<file path="config.mk">
export PLATFORM = sky130hd
export DESIGN_NAME = mbrw_server
export DESIGN_NICKNAME = d
export VERILOG_FILES = /design/src/mbrw_pkg.sv /design/src/mbrw_crc16_byte.sv /design/src/mbrw_server.sv /design/src/mbrw_skid2.sv
export SDC_FILE = /design/constraint.sdc
export NUM_CORES = 1
export LEC_CHECK = 0
export BUFFER_PORTS_ARGS = -buffer_cell sky130_fd_sc_hd__buf_2
export CAP_MARGIN = 15
export CORE_MARGIN = 4
export CORE_UTILIZATION = 40
export DETAILED_ROUTE_END_ITERATION = 7
export PLACE_DENSITY = 0.57
export SYNTH_ARGS = -nofsm -noshare
export SYNTH_HDL_FRONTEND = slang
export SYNTH_SLANG_ARGS = --single-unit
</file>
<file path="constraint.sdc">
create_clock -name clk_sys_in -period 3.91 [get_ports clk_sys_in]
set_input_delay 1.173 -clock clk_sys_in [delete_from_list [all_inputs] [get_ports clk_sys_in]]
set_output_delay 1.173 -clock clk_sys_in [all_outputs]
set_load 0.005 [all_outputs]
</file>
<file path="src/mbrw_pkg.sv">
// How it works
// - a read sent to address zero is dropped without any action
// - read start field N selects holding register N plus 40001
// - read reply carries byte count twice the quantity, H02 to HFA
// - reply holds exactly quantity words, ascending, high byte first, then CRC
// - write register field N stores into holding register N plus 40001
// - a write sent to address zero is broadcast and is carried out
// - a unicast write is answered with a copy of the query
// - a broadcast write gets no reply at all
// - frames are bounded by idle gaps of at least 3.5 characters
// - CRC of two bytes, low first; receiver checks it while receiving
// - unknown function answers with function code ORed with H80
// - only own station 1 to 247 is answered; replies echo that address
package mbrw_pkg;

    localparam logic [7:0] FC_READ = 8'h03;
    localparam logic [7:0] FC_WRITE = 8'h06;
    localparam logic [7:0] EXC_FLAG = 8'h80;
    localparam logic [7:0] EXC_ILL_FUNC = 8'h01;
    localparam logic [7:0] EXC_ILL_VALUE = 8'h03;
    localparam logic [7:0] BCAST_ADDR = 8'h00;
    localparam logic [7:0] STATION_MIN = 8'h01;
    localparam logic [7:0] STATION_MAX = 8'hF7;
    localparam logic [15:0] QTY_MAX = 16'h007D;
    localparam logic [16:0] REG_BASE = 17'h09C41;
    localparam logic [15:0] CRC_INIT = 16'hFFFF;
    localparam logic [15:0] CRC_POLY = 16'hA001;
    localparam logic [15:0] CRC_RESIDUE = 16'h0000;

    // frame lengths in bytes, CRC included, and last header byte index of a reply
    localparam logic [3:0] QUERY_LEN = 4'h8;
    localparam logic [3:0] MIN_LEN = 4'h4;
    localparam logic [3:0] LEN_SAT = 4'hF;
    localparam logic [3:0] BUF_DEPTH = 4'h8;
    localparam logic [2:0] HDR_LAST_ECHO = 3'h5;
    localparam logic [2:0] HDR_LAST_SHORT = 3'h2;

    // idle gap: 3.5 characters of 11 bits at 19200 baud
    localparam int CLK_PERIOD_NS = 100;
    localparam int CHAR_TIME_NS = 572917;
    localparam int GAP_NS = CHAR_TIME_NS * 7 / 2;
    localparam int GAP_CYCLES =
        (GAP_NS + CLK_PERIOD_NS - 1) / CLK_PERIOD_NS;

    typedef enum logic [8:0] {
        ST_IDLE   = 9'h001,
        ST_HEAD   = 9'h002,
        ST_RDADDR = 9'h004,
        ST_RDWAIT = 9'h008,
        ST_RDDATA = 9'h010,
        ST_RDHI   = 9'h020,
        ST_RDLO   = 9'h040,
        ST_CRCL   = 9'h080,
        ST_CRCH   = 9'h100
    } mbrw_state_t;

    typedef struct packed {
        logic en;
        logic [16:0] addr;
        logic [15:0] data;
    } mbrw_wr_t;

    typedef struct packed {
        logic en;
        logic [16:0] addr;
    } mbrw_rd_t;

endpackage

</file>
<file path="src/mbrw_crc16_byte.sv">
`timescale 1ns/1ps
module mbrw_crc16_byte import mbrw_pkg::*; (
    // running value and next byte
    input wire logic [15:0] crc_in,
    input wire logic [7:0] data_in,
    // value after the byte
    output logic [15:0] crc_out
);
    always_comb begin
        logic [15:0] c;
        c = crc_in ^ {8'h00, data_in};
        for (int i = 0; i < 8; i++) begin
            c = c[0] ? ((c >> 1) ^ CRC_POLY) : (c >> 1);
        end
        crc_out = c;
    end
endmodule

</file>
<file path="src/mbrw_server.sv">
`timescale 1ns/1ps
module mbrw_server import mbrw_pkg::*; #(
    parameter int GAP_CYCLES_P = GAP_CYCLES
) (
    // clock and reset
    input wire logic clk_sys_in,
    input wire logic resetn_in,
    // configuration
    input wire logic [7:0] station_number_setting_in,
    // received bytes from the serial receiver
    input wire logic [7:0] rx_byte_in,
    input wire logic rx_valid_in,
    // bytes to the serial transmitter
    output logic [7:0] tx_byte_out,
    output logic tx_valid_out,
    input wire logic tx_ready_in,
    // holding register access
    output mbrw_rd_t reg_rd_out,
    input wire logic [15:0] reg_rd_data_in,
    output mbrw_wr_t reg_wr_out,
    // status
    output logic crc_err_out
);

    ////////////////////////////////////////////////////////////////////
    // receive side: gap timing, byte capture, running CRC

    localparam logic [15:0] GAP_LAST = 16'(GAP_CYCLES_P - 1);

    logic [7:0] rx_buf [0:7];
    logic [3:0] rx_len_reg;
    logic [15:0] gap_cnt_reg;
    logic [15:0] crc_rx_reg;
    logic [15:0] crc_rx_next;
    logic frame_open_reg;
    logic frame_done_reg;

    wire [3:0] rx_idx = frame_open_reg ? rx_len_reg : 4'h0;
    wire [15:0] crc_rx_seed = frame_open_reg ? crc_rx_reg : CRC_INIT;

    mbrw_crc16_byte u_crc_rx (
        .crc_in(crc_rx_seed),
        .data_in(rx_byte_in),
        .crc_out(crc_rx_next)
    );

    always_ff @(posedge clk_sys_in or negedge resetn_in) begin
        if (!resetn_in) begin
            rx_len_reg <= 4'h0;
            gap_cnt_reg <= 16'h0000;
            crc_rx_reg <= CRC_INIT;
            frame_open_reg <= 1'h0;
            frame_done_reg <= 1'h0;
        end else begin
            frame_done_reg <= 1'h0;
            if (rx_valid_in) begin
                frame_open_reg <= 1'h1;
                gap_cnt_reg <= 16'h0000;
                crc_rx_reg <= crc_rx_next;
                if (!frame_open_reg) begin
                    rx_len_reg <= 4'h1;
                end else if (rx_len_reg != LEN_SAT) begin
                    rx_len_reg <= rx_len_reg + 4'h1;
                end
            end else if (frame_open_reg) begin
                if (gap_cnt_reg == GAP_LAST) begin
                    frame_open_reg <= 1'h0;
                    frame_done_reg <= 1'h1;
                end else begin
                    gap_cnt_reg <= gap_cnt_reg + 16'h0001;
                end
            end
        end
    end

    // only the first bytes matter; longer frames are judged on length
    always_ff @(posedge clk_sys_in) begin
        if (rx_valid_in && rx_idx < BUF_DEPTH) begin
            rx_buf[rx_idx[2:0]] <= rx_byte_in;
        end
    end

    ////////////////////////////////////////////////////////////////////
    // frame decode

    mbrw_state_t state_reg;
    mbrw_state_t state_next;

    wire [7:0] f_addr = rx_buf[0];
    wire [7:0] f_func = rx_buf[1];
    wire [15:0] f_field = {rx_buf[2], rx_buf[3]};
    wire [15:0] f_val = {rx_buf[4], rx_buf[5]};
    wire [16:0] f_reg_num = {1'h0, f_field} + REG_BASE;

    wire crc_ok = crc_rx_reg == CRC_RESIDUE;
    wire station_ok = station_number_setting_in >= STATION_MIN &&
                      station_number_setting_in <= STATION_MAX;
    wire to_me = station_ok && f_addr == station_number_setting_in;
    wire bcast = f_addr == BCAST_ADDR;
    wire is_read = f_func == FC_READ;
    wire is_write = f_func == FC_WRITE;
    wire known = is_read | is_write;
    wire len_ok = known ? rx_len_reg == QUERY_LEN : rx_len_reg >= MIN_LEN;
    wire qty_ok = f_val != 16'h0000 && f_val <= QTY_MAX;

    // a frame that finishes while a reply is still going out is lost
    wire frame_good = frame_done_reg && crc_ok && len_ok &&
                      state_reg == ST_IDLE;
    wire do_write = frame_good && is_write && (to_me || bcast);
    // broadcast reads fail to_me, so they fall out here
    wire do_reply = frame_good && to_me;
    wire reply_read = do_reply && is_read && qty_ok;
    wire reply_echo = do_reply && is_write;
    wire reply_exc = do_reply && !(reply_read || reply_echo);
    wire [7:0] exc_code = known ? EXC_ILL_VALUE : EXC_ILL_FUNC;

    ////////////////////////////////////////////////////////////////////
    // reply state

    logic [7:0] hdr_reg [0:5];
    logic [2:0] hdr_idx_reg;
    logic [2:0] hdr_last_reg;
    logic is_rd_reply_reg;
    logic [16:0] rd_base_reg;
    logic [6:0] rd_qty_reg;
    logic [6:0] rd_idx_reg;
    logic [15:0] word_reg;
    logic [15:0] crc_tx_reg;
    logic [15:0] crc_tx_next;
    logic buf_ready;
    logic [7:0] tx_byte;

    wire in_head = state_reg == ST_HEAD;
    wire in_crcl = state_reg == ST_CRCL;
    wire sending = in_head || state_reg == ST_RDHI ||
                   state_reg == ST_RDLO || in_crcl ||
                   state_reg == ST_CRCH;
    wire tx_push = sending && buf_ready;
    wire crc_push = tx_push && !in_crcl && state_reg != ST_CRCH;
    wire head_done = in_head && hdr_idx_reg == hdr_last_reg;
    wire [6:0] rd_idx_inc = rd_idx_reg + 7'h01;

    // data first, CRC low byte then high byte
    assign tx_byte = in_head ? hdr_reg[hdr_idx_reg] :
                     state_reg == ST_RDHI ? word_reg[15:8] :
                     state_reg == ST_RDLO ? word_reg[7:0] :
                     in_crcl ? crc_tx_reg[7:0] :
                     crc_tx_reg[15:8];

    mbrw_crc16_byte u_crc_tx (
        .crc_in(crc_tx_reg),
        .data_in(tx_byte),
        .crc_out(crc_tx_next)
    );

    mbrw_skid2 #(
        .WIDTH(8)
    ) u_tx_buf (
        .clk_sys_in(clk_sys_in),
        .resetn_in(resetn_in),
        .in_data_in(tx_byte),
        .in_valid_in(sending),
        .in_ready_out(buf_ready),
        .out_data_out(tx_byte_out),
        .out_valid_out(tx_valid_out),
        .out_ready_in(tx_ready_in)
    );

    always_comb begin
        state_next = state_reg;
        unique case (state_reg)
            ST_IDLE: begin
                if (do_reply) begin
                    state_next = ST_HEAD;
                end
            end
            ST_HEAD: begin
                if (tx_push && head_done) begin
                    state_next = is_rd_reply_reg ? ST_RDADDR : ST_CRCL;
                end
            end
            ST_RDADDR: state_next = ST_RDWAIT;
            ST_RDWAIT: state_next = ST_RDDATA;
            ST_RDDATA: state_next = ST_RDHI;
            ST_RDHI: begin
                if (tx_push) begin
                    state_next = ST_RDLO;
                end
            end
            ST_RDLO: begin
                if (tx_push) begin
                    state_next = rd_idx_inc == rd_qty_reg ? ST_CRCL
                                                          : ST_RDADDR;
                end
            end
            ST_CRCL: begin
                if (tx_push) begin
                    state_next = ST_CRCH;
                end
            end
            ST_CRCH: begin
                if (tx_push) begin
                    state_next = ST_IDLE;
                end
            end
            default: state_next = ST_IDLE;
        endcase
    end

    always_ff @(posedge clk_sys_in or negedge resetn_in) begin
        if (!resetn_in) begin
            state_reg <= ST_IDLE;
            hdr_idx_reg <= 3'h0;
            hdr_last_reg <= 3'h0;
            is_rd_reply_reg <= 1'h0;
            crc_tx_reg <= CRC_INIT;
        end else begin
            state_reg <= state_next;
            if (do_reply) begin
                hdr_idx_reg <= 3'h0;
                hdr_last_reg <= reply_echo ? HDR_LAST_ECHO : HDR_LAST_SHORT;
                is_rd_reply_reg <= reply_read;
                crc_tx_reg <= CRC_INIT;
            end else begin
                if (tx_push && in_head && !head_done) begin
                    hdr_idx_reg <= hdr_idx_reg + 3'h1;
                end
                if (crc_push) begin
                    crc_tx_reg <= crc_tx_next;
                end
            end
        end
    end

    // header bytes are fixed by the time the first one is sent
    always_ff @(posedge clk_sys_in) begin
        if (do_reply) begin
            hdr_reg[0] <= f_addr;
            hdr_reg[3] <= rx_buf[3];
            hdr_reg[4] <= rx_buf[4];
            hdr_reg[5] <= rx_buf[5];
            if (reply_read) begin
                hdr_reg[1] <= f_func;
                hdr_reg[2] <= {f_val[6:0], 1'h0};
            end else if (reply_echo) begin
                hdr_reg[1] <= f_func;
                hdr_reg[2] <= rx_buf[2];
            end else begin
                hdr_reg[1] <= f_func | EXC_FLAG;
                hdr_reg[2] <= exc_code;
            end
        end
    end

    ////////////////////////////////////////////////////////////////////
    // holding register access

    always_ff @(posedge clk_sys_in or negedge resetn_in) begin
        if (!resetn_in) begin
            rd_base_reg <= 17'h00000;
            rd_qty_reg <= 7'h00;
            rd_idx_reg <= 7'h00;
            word_reg <= 16'h0000;
            reg_rd_out <= '0;
            reg_wr_out <= '0;
            crc_err_out <= 1'h0;
        end else begin
            crc_err_out <= frame_done_reg && !crc_ok;
            reg_wr_out.en <= do_write;
            if (do_write) begin
                reg_wr_out.addr <= f_reg_num;
                reg_wr_out.data <= f_val;
            end
            if (reply_read) begin
                rd_base_reg <= f_reg_num;
                rd_qty_reg <= f_val[6:0];
                rd_idx_reg <= 7'h00;
            end
            reg_rd_out.en <= state_reg == ST_RDADDR;
            if (state_reg == ST_RDADDR) begin
                reg_rd_out.addr <= rd_base_reg + {10'h000, rd_idx_reg};
            end
            if (state_reg == ST_RDDATA) begin
                word_reg <= reg_rd_data_in;
            end
            if (tx_push && state_reg == ST_RDLO) begin
                rd_idx_reg <= rd_idx_inc;
            end
        end
    end
endmodule

</file>
<file path="src/mbrw_skid2.sv">
`timescale 1ns/1ps
module mbrw_skid2 #(
    parameter int WIDTH = 8
) (
    // clock and reset
    input wire logic clk_sys_in,
    input wire logic resetn_in,
    // filling side
    input wire logic [WIDTH-1:0] in_data_in,
    input wire logic in_valid_in,
    output logic in_ready_out,
    // draining side
    output logic [WIDTH-1:0] out_data_out,
    output logic out_valid_out,
    input wire logic out_ready_in
);
    logic [WIDTH-1:0] spare_reg;
    logic spare_valid_reg;
    wire pop = out_valid_out & out_ready_in;
    wire push = in_valid_in & in_ready_out;

    // ready comes from a flop so the source never sees a combinational loop
    assign in_ready_out = ~spare_valid_reg;

    always_ff @(posedge clk_sys_in or negedge resetn_in) begin
        if (!resetn_in) begin
            out_data_out <= '0;
            out_valid_out <= 1'h0;
            spare_reg <= '0;
            spare_valid_reg <= 1'h0;
        end else if (spare_valid_reg) begin
            if (pop) begin
                out_data_out <= spare_reg;
                spare_valid_reg <= 1'h0;
            end
        end else if (push) begin
            if (!out_valid_out || pop) begin
                out_data_out <= in_data_in;
                out_valid_out <= 1'h1;
            end else begin
                spare_reg <= in_data_in;
                spare_valid_reg <= 1'h1;
            end
        end else if (pop) begin
            out_valid_out <= 1'h0;
        end
    end
endmodule
</file>
After elaboration in Yosys (flattened, before gate mapping)
Memory sizes are Yosys's and may differ from the RTL's.
Cells that the tools add are included.
{"block": "classes", "addsub": 6, "n_mul": 0, "n_div": 0, "order_cmp": 5, "n_eq_ne": 28, "shift": 0, "muxes": 81, "bitwise_logic": 27, "n_reduce_logical": 48}
{"operator": "16-bit two-way mux", "count": 22}
{"operator": "8-bit two-way mux", "count": 14}
{"operator": "9-bit one-hot mux with 9 select lines", "count": 1}
{"operator": "9-bit two-way mux", "count": 6}
{"operator": "2-bit NOT with 3-bit output", "count": 16}
{"operator": "16-bit by 8-bit XOR with 16-bit output", "count": 2}
{"operator": "1-bit two-way mux", "count": 29}
{"operator": "1-bit logical AND", "count": 22}
{"operator": "16-bit by 16-bit adder with 17-bit output, second input constant", "count": 1}
{"operator": "17-bit by 7-bit adder with 17-bit output", "count": 1}
{"operator": "16-bit by 1-bit adder with 16-bit output, second input constant", "count": 1}
{"operator": "16-bit by 15-bit equality test with 1-bit output, second input constant", "count": 1}
{"operator": "16-bit by 7-bit less-or-equal comparator with 1-bit output, second input constant", "count": 1}
{"operator": "16-bit logical NOT", "count": 1}
{"operator": "16-bit nonzero test", "count": 1}
{"operator": "7-bit two-way mux", "count": 2}
{"operator": "2-bit inequality test, second input constant", "count": 7}
{"operator": "2-bit nonzero test", "count": 7}
{"operator": "4-bit two-way mux", "count": 3}
{"operator": "9-bit by 1-bit equality test with 1-bit output, second input constant", "count": 1}
{"operator": "9-bit by 2-bit equality test with 1-bit output, second input constant", "count": 1}
{"operator": "9-bit by 3-bit equality test with 1-bit output, second input constant", "count": 1}
{"operator": "9-bit by 4-bit equality test with 1-bit output, second input constant", "count": 1}
{"operator": "9-bit by 5-bit equality test with 1-bit output, second input constant", "count": 1}
{"operator": "other kinds (31)", "count": 52}
{"block": "word_totals", "register_bits": 188, "latch_bits": 0, "ram_bits": 112, "mem_bits_ro": 0, "in_bits": 36, "out_inout_bits": 62, "elab_cells": 221, "memories": 2}
{"name": "rx_buf", "depth": 8, "word_bits": 8, "read_ports": 6, "rd_clocked_by_memory_dff": 0, "write_ports": 1, "line_no": "mbrw_server.sv:30", "text": "logic [7:0] rx_buf [0:7];"}
{"name": "hdr_reg", "depth": 6, "word_bits": 8, "read_ports": 1, "rd_clocked_by_memory_dff": 0, "write_ports": 6, "line_no": "mbrw_server.sv:120", "text": "logic [7:0] hdr_reg [0:5];"}

Depth between registers and ports, before layout
Gate-level depths: netlist of run 1.
{"block": "depth", "ltp_word": 24, "mapped_depth": 11, "ltp_nobuf": 11}

Cells and area by module
From an unflattened synthesis of run 1, not the netlist that was laid out.
{"block": "unflattened", "hier_cells": 1103, "area_unflattened_um2": 13285.2}
{"module": "mbrw_server", "instances": 1, "cells_each": 994, "area_per_inst_um2": 11851.4, "seq_area_each_um2": 7153.1}
{"module": "mbrw_skid2", "instances": 1, "cells_each": 53, "area_per_inst_um2": 813.3, "seq_area_each_um2": 450.4}
{"module": "mbrw_crc16_byte", "instances": 2, "cells_each": 28, "area_per_inst_um2": 310.3, "seq_area_each_um2": 0.0}

Least setup slack after synthesis of run 1
OpenSTA, ideal clock, no wires.
{"block": "synth_timing", "path_type": "input-to-reg", "from": "input station_number_setting_in[5]", "to": "memory hdr_reg[0][0], enable pin", "setup_time_ns": 0.431, "arrival_ns": 3.755, "t_required_ns": 3.479, "slack_ns": -0.276, "path_stages": 6, "n_path_buf": 2, "path_cell_list": "xor2_1 -> a221oi_1 -> nand4_1 -> nor4_1 -> clkbuf_1 -> clkbuf_1"}
{"item": "from (decl)", "line_no": "mbrw_server.sv:9", "text": "input wire logic [7:0] station_number_setting_in,"}
{"item": "to (decl)", "line_no": "mbrw_server.sv:120"}

==> flow_metrics.py, run 1 <==
metrics = {
    "global_routing": {
        "grt_pass1_vias": 9421,
        "grt-ovfl-total": 0,
        "antenna_found_initial": 0,
        "track_usage": 0.1827,
        "grt_max_degree": 67,
        "grt_pass1_wl_um": 52610,
    },
    "clock_network": {
        "postCtsResizedCells": 0,
        "clk_path_buf_depth": 3,
        "cts_root_buf": "clkbuf_16",
        "clkTransAtPathRegs_ns": 0.06,
        "cts_num_sinks": 283,
        "postCtsSetupRepairBufs": 0,
        "clkLatencyLatePin_ns": 0.51,
        "cts_tree": "done",
        "numCtsBuffers": 34,
        "htree_levels": 2,
        "cts_hold_buf": 0,
    },
    "power_and_ir_drop": {
        "p_seq_frac": 0.459,
        "p_int_uw": 5697,
        "combPwrFrac": 0.102,
        "p_sw_frac": 0.2421,
        "power_per_cell_area_mw_per_mm2": 481.3,
        "p_sw_uw": 1820,
        "peakVddDrop_mv": 0.5081,
        "clock_power_share": 0.439,
        "p_leak_uw": 0.006534,
    },
    "sta": {
        "tns_ns": 0,
        "finalClockSkew_ns": 0.01686,
        "layout_min_cycle_time_ns": 3.456,
        "min_period_over_period": 0.8839,
        "rsz0062_at_grt": "false",
        "worst_slew_margin_rel": 0.3677,
        "hold_violations": 0,
        "fmax_mhz": 289.4,
        "worst_pin_slew_ns": 0.9485,
        "slew_violations": 0,
        "setup_viol": 0,
    },
    "placement": {
        "portBuffers": 97,
        "routabilityCongestion": 0.8812,
        "place_area_mm2": 0.01443,
        "dp_hpwl_um": 24010,
    },
    "cells_and_area": {
        "ff_latch_area_mm2": 0.007604,
        "postLayoutCellArea_mm2": 0.01562,
        "multi_input_area_mm2": 0.005371,
        "antenna_cells": 0,
        "area_delta_synth_final_pct": 17.56,
        "layout.nets": 1385,
        "fillers": 3030,
        "drive_above_1_share": 0.2059,
    },
    "synth": {
        "ys_top_cells_by_area": "dfrtp_1 (29%), edfxtp_1 (22%), dfstp_2 (6.5%)",
        "syn-num-nets": 1268,
        "synth_top_area_cell": "dfrtp_1",
        "synth.most_common_cell": "nand2_1",
        "syn-cell-area_mm2": 0.01329,
        "yosysTopAreaCellShare": 0.2901,
        "synthTopCellsByCount": "nand2_1 (162), dfrtp_1 (154), nor2_1 (121)",
        "synth_edf_count": 96,
        "ys_seq_area_frac": 0.5723,
        "synthArstFlopShare": 0.6608,
        "netlist_instances": 1217,
        "synth_area_per_cell_um2": 10.92,
        "ys_seq_elements": 283,
        "synth_ff_type": "dfrtp_1",
        "netlist-cell-type-count": 67,
        "synth-warning-count": 0,
    },
    "die": {
        "die_width_um": 190.2,
        "coreArea_mm2": 0.03262,
        "row_count": 66,
        "io_pins": 98,
        "die_y_um": 190.2,
        "floorplan.initialDensity": 0.4073,
        "dieArea_mm2": 0.03619,
    },
    "detailed_routing": {
        "drt-initial-drc-count": 600,
        "ant_nets": 0,
        "vias": 9385,
        "drtPass1Iterations": 5,
        "remaining_drc_errors": 0,
        "viasPerCell": 5.208,
        "wl_per_cell_um": 18.35,
        "routed_wl_um": 33070,
    },
    "setup_path": {
        "cp-end-kind": "flip-flop",
        "cp.required_ns": 4.17,
        "critPathBufInv": 0,
        "crit_chain": "nor4_1 -> nand4_1 -> a2111o_1 -> or4_1 -> nor2_2 -> nor2b_1 -> a211oi_1 -> a21oi_1",
        "path_delay_family": "simple AND/OR/NAND/NOR gates",
        "cp_slowest_cell": "or4_1",
        "max_stage_delay_ns": 0.64,
        "start_kind": "flip-flop",
        "crit_type": "reg2reg",
        "crit_arrival_ns": 3.71,
        "cp_max_fo": 9,
    },
    "status": {
        "status": "completed",
    },
    "worst_hold_path": {
        "hold_class": "reg2reg",
    },
    "job": {
        "maxCapViolCount": 0,
    },
}
[worst reg2reg max path: cells and delay by family, from the launching register on]
kind,cells,cell delay [ns]
DFF,1,0.43
and+or+nand+nor,5,2.07
AOI/OAI and AO/OA,3,0.70
[power by group through the flow]
| stage | clock network, uW | logic, uW | registers (uW) |
|---|---|---|---|
| 2_1_floorplan | 0 | 600 | 3440 |
| 3_3_place_gp | 0 | 759 | 3500 |
| 3_5_place_dp | 0 | 776 | 3510 |
| 4_1_cts | 3380 | 780 | 3450 |
| 5_1_grt | 3500 | 886 | 3470 |
| 6_report | 3300 | 767 | 3450 |
[final cells by class]
class	count	area share
well taps	442	0.03541
inverters	34	0.008172
repair buffers	133	0.04975
multi-input cells	848	0.3439
clock buffers	44	0.06009
flip-flops and latches	283	0.4869
clock inverters	18	0.01578
[cells by family (layout without fill, tap and decap cells)]
logic type	Yosys count	after routing	synth area share
and+or+nand+nor	442	442	0.1544
DFF	283	283	0.5723
AOI/OAI and AO/OA	225	225	0.09908
xor gates and xnor gates	109	109	0.08109
buffers and inverters	86	229	0.02524
muxes	57	57	0.05321
adders and majority gates	15	15	0.01469
[cell usage in the layout (no fill, tap or decap), types with 7 or more instances in the layout]
| master | instances |
|---|---|
| xor2_1 | 44 |
| mux2_2 | 29 |
| or3_1 | 8 |
| mux4_2 | 8 |
| clkbuf_16 | 34 |
| nand2_1 | 162 |
| o31ai_1 | 7 |
| nand3_1 | 26 |
| inv_1 | 33 |
| a21o_1 | 8 |
| and3_1 | 14 |
| buf_2 | 96 |
| xnor3_1 | 7 |
| nor3_1 | 22 |
| buf_4 | 35 |
| a21oi_1 | 76 |
| nor2b_1 | 17 |
| ha_1 | 14 |
| nand4_1 | 11 |
| dfstp_2 | 33 |
| nor4_1 | 16 |
| nor2_1 | 120 |
| edfxtp_1 | 96 |
| xnor2_1 | 56 |
| o21ai_0 | 77 |
| dfrtp_1 | 154 |
| mux2i_1 | 20 |
| or4_1 | 8 |
| a31oi_1 | 15 |
[metrics by stage]
step | setup WS [ns] | instances | hold WS (ns) | util | total power (uW)
floorplan | 0.4668 | 1217 | 0.4175 | - | 4044
global placement | 0.3968 | 1740 | 0.4220 | 0.4425 | 4262
detailed placement | 0.3255 | 1740 | 0.4318 | 0.4425 | 4283
CTS | 0.5266 | 1802 | 0.4486 | 0.4788 | 7613
global route | 0.2159 | 1802 | 0.4624 | 0.4788 | 7864
finish | 0.4541 | 1802 | 0.4455 | 0.4788 | 7517
[metal layers]
layer  part of all wire  track usage  vias up
met5                  0            0        -
met4              0.027      0.05387        0
met1               0.44       0.2484     4565
met3              0.040      0.02618       64
li1                   -            -     4541
met2               0.49       0.3074      215
[worst paths after layout]
path,start,to,slack (ns),cells past startpoint
hold / removal,rx_buf[1][4]$_DFFE_PP_,hdr_reg[1][4]$_DFFE_PP_,0.45,0
setup / recovery,state_reg[8]$_DFFE_PN0P_,hdr_reg[2][1]$_DFFE_PP_,0.45,8
hold reg to reg,rx_buf[1][4]$_DFFE_PP_,hdr_reg[1][4]$_DFFE_PP_,0.45,0
max in group asynchronous,resetn_in,crc_tx_reg[11]$_DFFE_PN1P_,2.43,2
min in group asynchronous,resetn_in,reg_rd_out[0]$_DFFE_PN0P_,0.66,1
setup reg to reg,state_reg[8]$_DFFE_PN0P_,hdr_reg[2][1]$_DFFE_PP_,0.45,8
No activity file was read; power rests on OpenSTA's default activity.
==> run 2, diff against run 1 <==
--- a/config.mk
+++ b/config.mk
@@ -7,6 +7,7 @@
 export LEC_CHECK = 0
 export BUFFER_PORTS_ARGS = -buffer_cell sky130_fd_sc_hd__buf_2
 export CAP_MARGIN = 15
+export CORE_ASPECT_RATIO = 0.9
 export CORE_MARGIN = 4
 export CORE_UTILIZATION = 40
 export DETAILED_ROUTE_END_ITERATION = 7
==> flow_metrics.py, run 2 (synthesis gave the netlist of run 1 again) <==
metrics = {
    "status": {
        "status": "completed",
    },
    "detailed_routing": {
        "wl_per_cell_um": 18.47,
        "drt-initial-drc-count": 587,
        "routed_wl_um": 32800,
        "viasPerCell": 5.266,
        "drtPass1Iterations": 7,
        "vias": 9353,
        "ant_nets": 0,
        "remaining_drc_errors": 0,
    },
    "global_routing": {
        "grt_max_degree": 87,
        "grt_use_met3": 0.03787,
        "grt-ovfl-total": 0,
        "busiest_layer": "met2",
        "grt_pass1_vias": 9443,
        "track_usage": 0.1813,
        "met1_usage": 0.2501,
        "grt_pass1_wl_um": 53250,
        "met2_usage": 0.2995,
        "antenna_found_initial": 0,
    },
    "power_and_ir_drop": {
        "combPwrFrac": 0.104,
        "p_sw_frac": 0.2442,
        "clock_power_share": 0.423,
        "fin_total_pwr_uw": 7320,
        "power_per_cell_area_mw_per_mm2": 471.5,
        "p_leak_uw": 0.006483,
        "peakVddDrop_mv": 0.3707,
        "p_sw_uw": 1787,
        "p_seq_frac": 0.472,
        "p_int_uw": 5532,
    },
    "worst_hold_path": {
        "hold_depth": 0,
        "hold_end": "hdr_reg[1][1]$_DFFE_PP_",
        "hold_class": "reg2reg",
        "hp-start": "rx_buf[1][1]$_DFFE_PP_",
    },
    "sta": {
        "rsz0062_at_grt": "false",
        "slew_violations": 0,
        "worst_slew_margin_rel": 0.4418,
        "worst_pin_slew_ns": 0.8266,
        "layout_min_cycle_time_ns": 3.413,
        "hold_violations": 0,
        "min_period_over_period": 0.8730,
        "fmax_mhz": 293.0,
        "hold_ws_ns": 0.4436,
        "tns_ns": 0,
        "setup_viol": 0,
        "finalClockSkew_ns": 0.01886,
    },
    "setup_path": {
        "crit_type": "reg2reg",
        "cp_max_fo": 11,
        "r2r_cells": 12,
        "cp.required_ns": 4.23,
        "timing.rr.end": "hdr_reg[2][1]$_DFFE_PP_",
        "crit_arrival_ns": 3.73,
        "start_kind": "flip-flop",
        "r2r-start": "state_reg[7]$_DFFE_PN0P_",
        "regToRegSetupSlack_ns": 0.50,
        "cp-end-kind": "flip-flop",
        "setup.worst_path.start": "state_reg[7]$_DFFE_PN0P_",
    },
    "cells_and_area": {
        "mostFrequentLayoutCells": "nand2_1 (162), dfrtp_1 (154), nor2_1 (120)",
        "layout_commonest_cell": "nand2_1",
        "final_core_util": 0.4723,
        "layout.nets": 1381,
        "antenna_cells": 0,
        "area_delta_synth_final_pct": 16.85,
        "drive_above_1_share": 0.2009,
    },
    "clock_network": {
        "cts_hold_buf": 0,
        "clkLatencyLatePin_ns": 0.58,
        "cts_num_sinks": 283,
        "postCtsSetupRepairBufs": 0,
        "cts_root_buf": "clkbuf_16",
        "postCtsResizedCells": 0,
        "htree_levels": 1,
        "cts_tree": "done",
        "numCtsBuffers": 30,
        "clk_path_buf_depth": 3,
        "clkTransAtPathRegs_ns": 0.07,
    },
    "job": {
        "maxCapViolCount": 0,
    },
    "placement": {
        "portBuffers": 97,
        "dp_hpwl_um": 23330,
        "routabilityCongestion": 0.8831,
    },
    "die": {
        "row_count": 63,
        "die_y_um": 180.9,
        "floorplan.initialDensity": 0.4042,
        "io_pins": 98,
        "coreArea_mm2": 0.03287,
        "dieArea_mm2": 0.03620,
        "die_width_um": 200.1,
    },
}
[run 2: cell types whose count changed in the layout (fill, tap and decap cells not counted), sizes merged]
cell	change
clkinv	-3
inv	-2
clkinvlp	+2
clkbuf	-3
[run 2: power by group through the flow]
stage                     Combinational [uW]  Sequential [uW]  Clock [uW]
final                                    765             3460        3100
after global routing                     879             3480        3320
after floorplan                          600             3440           0
after global placement                   756             3510           0
after CTS                                777             3460        3170
after detailed placement                 770             3510           0
[run 2: cell type report]
| type | instances | area, um2 |
|---|---|---|
| fill | 3026 | 17350 |
| inverter | 34 | 127.6 |
| sequential | 283 | 7604 |
| tap | 422 | 528.0 |
| clock buffer | 41 | 864.6 |
| multi-input combinational | 848 | 5371 |
| timing repair buffer | 133 | 802.0 |
| clock inverter | 15 | 226.5 |
[run 2: worst max path at each step]
stage	cells after the start	end
final	12	hdr_reg[2][1]$_DFFE_PP_
after global routing	9	crc_tx_reg[0]$_DFFE_PN1P_
after CTS	8	crc_tx_reg[0]$_DFFE_PN1P_
after detailed placement	10	hdr_reg[2][1]$_DFFE_PP_
after global placement	8	crc_tx_reg[0]$_DFFE_PN1P_
after floorplan	9	gap_cnt_reg[15]$_DFFE_PN0P_
[run 2: worst max-delay path: stages, from the launching register on]
cell and delay (ns):
dfrtp_1 0.41, buf_4 0.18, nor4_1 0.31, buf_4 0.18, nand4_1 0.08, buf_4 0.18, a2111o_1 0.40, or4_1 0.71
nor2_2 0.13, buf_4 0.20, nor2b_1 0.06, a211oi_1 0.22, a21oi_1 0.08
[run 2: through the flow]
step,setup WS [ns],instances,area [um2]
2_1_floorplan,0.4668,1217,13290
3_3_place_gp,0.5813,1720,14430
3_5_place_dp,0.5237,1720,14430
4_1_cts,0.5303,1776,15520
5_1_grt,0.3195,1776,15520
6_report,0.4967,1776,15520
[run 2: per-layer routing]
metal / vias up / routed length [um]
met5: - / 0
met4: 0 / 821
met3: 62 / 1728
met2: 211 / 15510
met1: 4558 / 14740
li1: 4522 / -
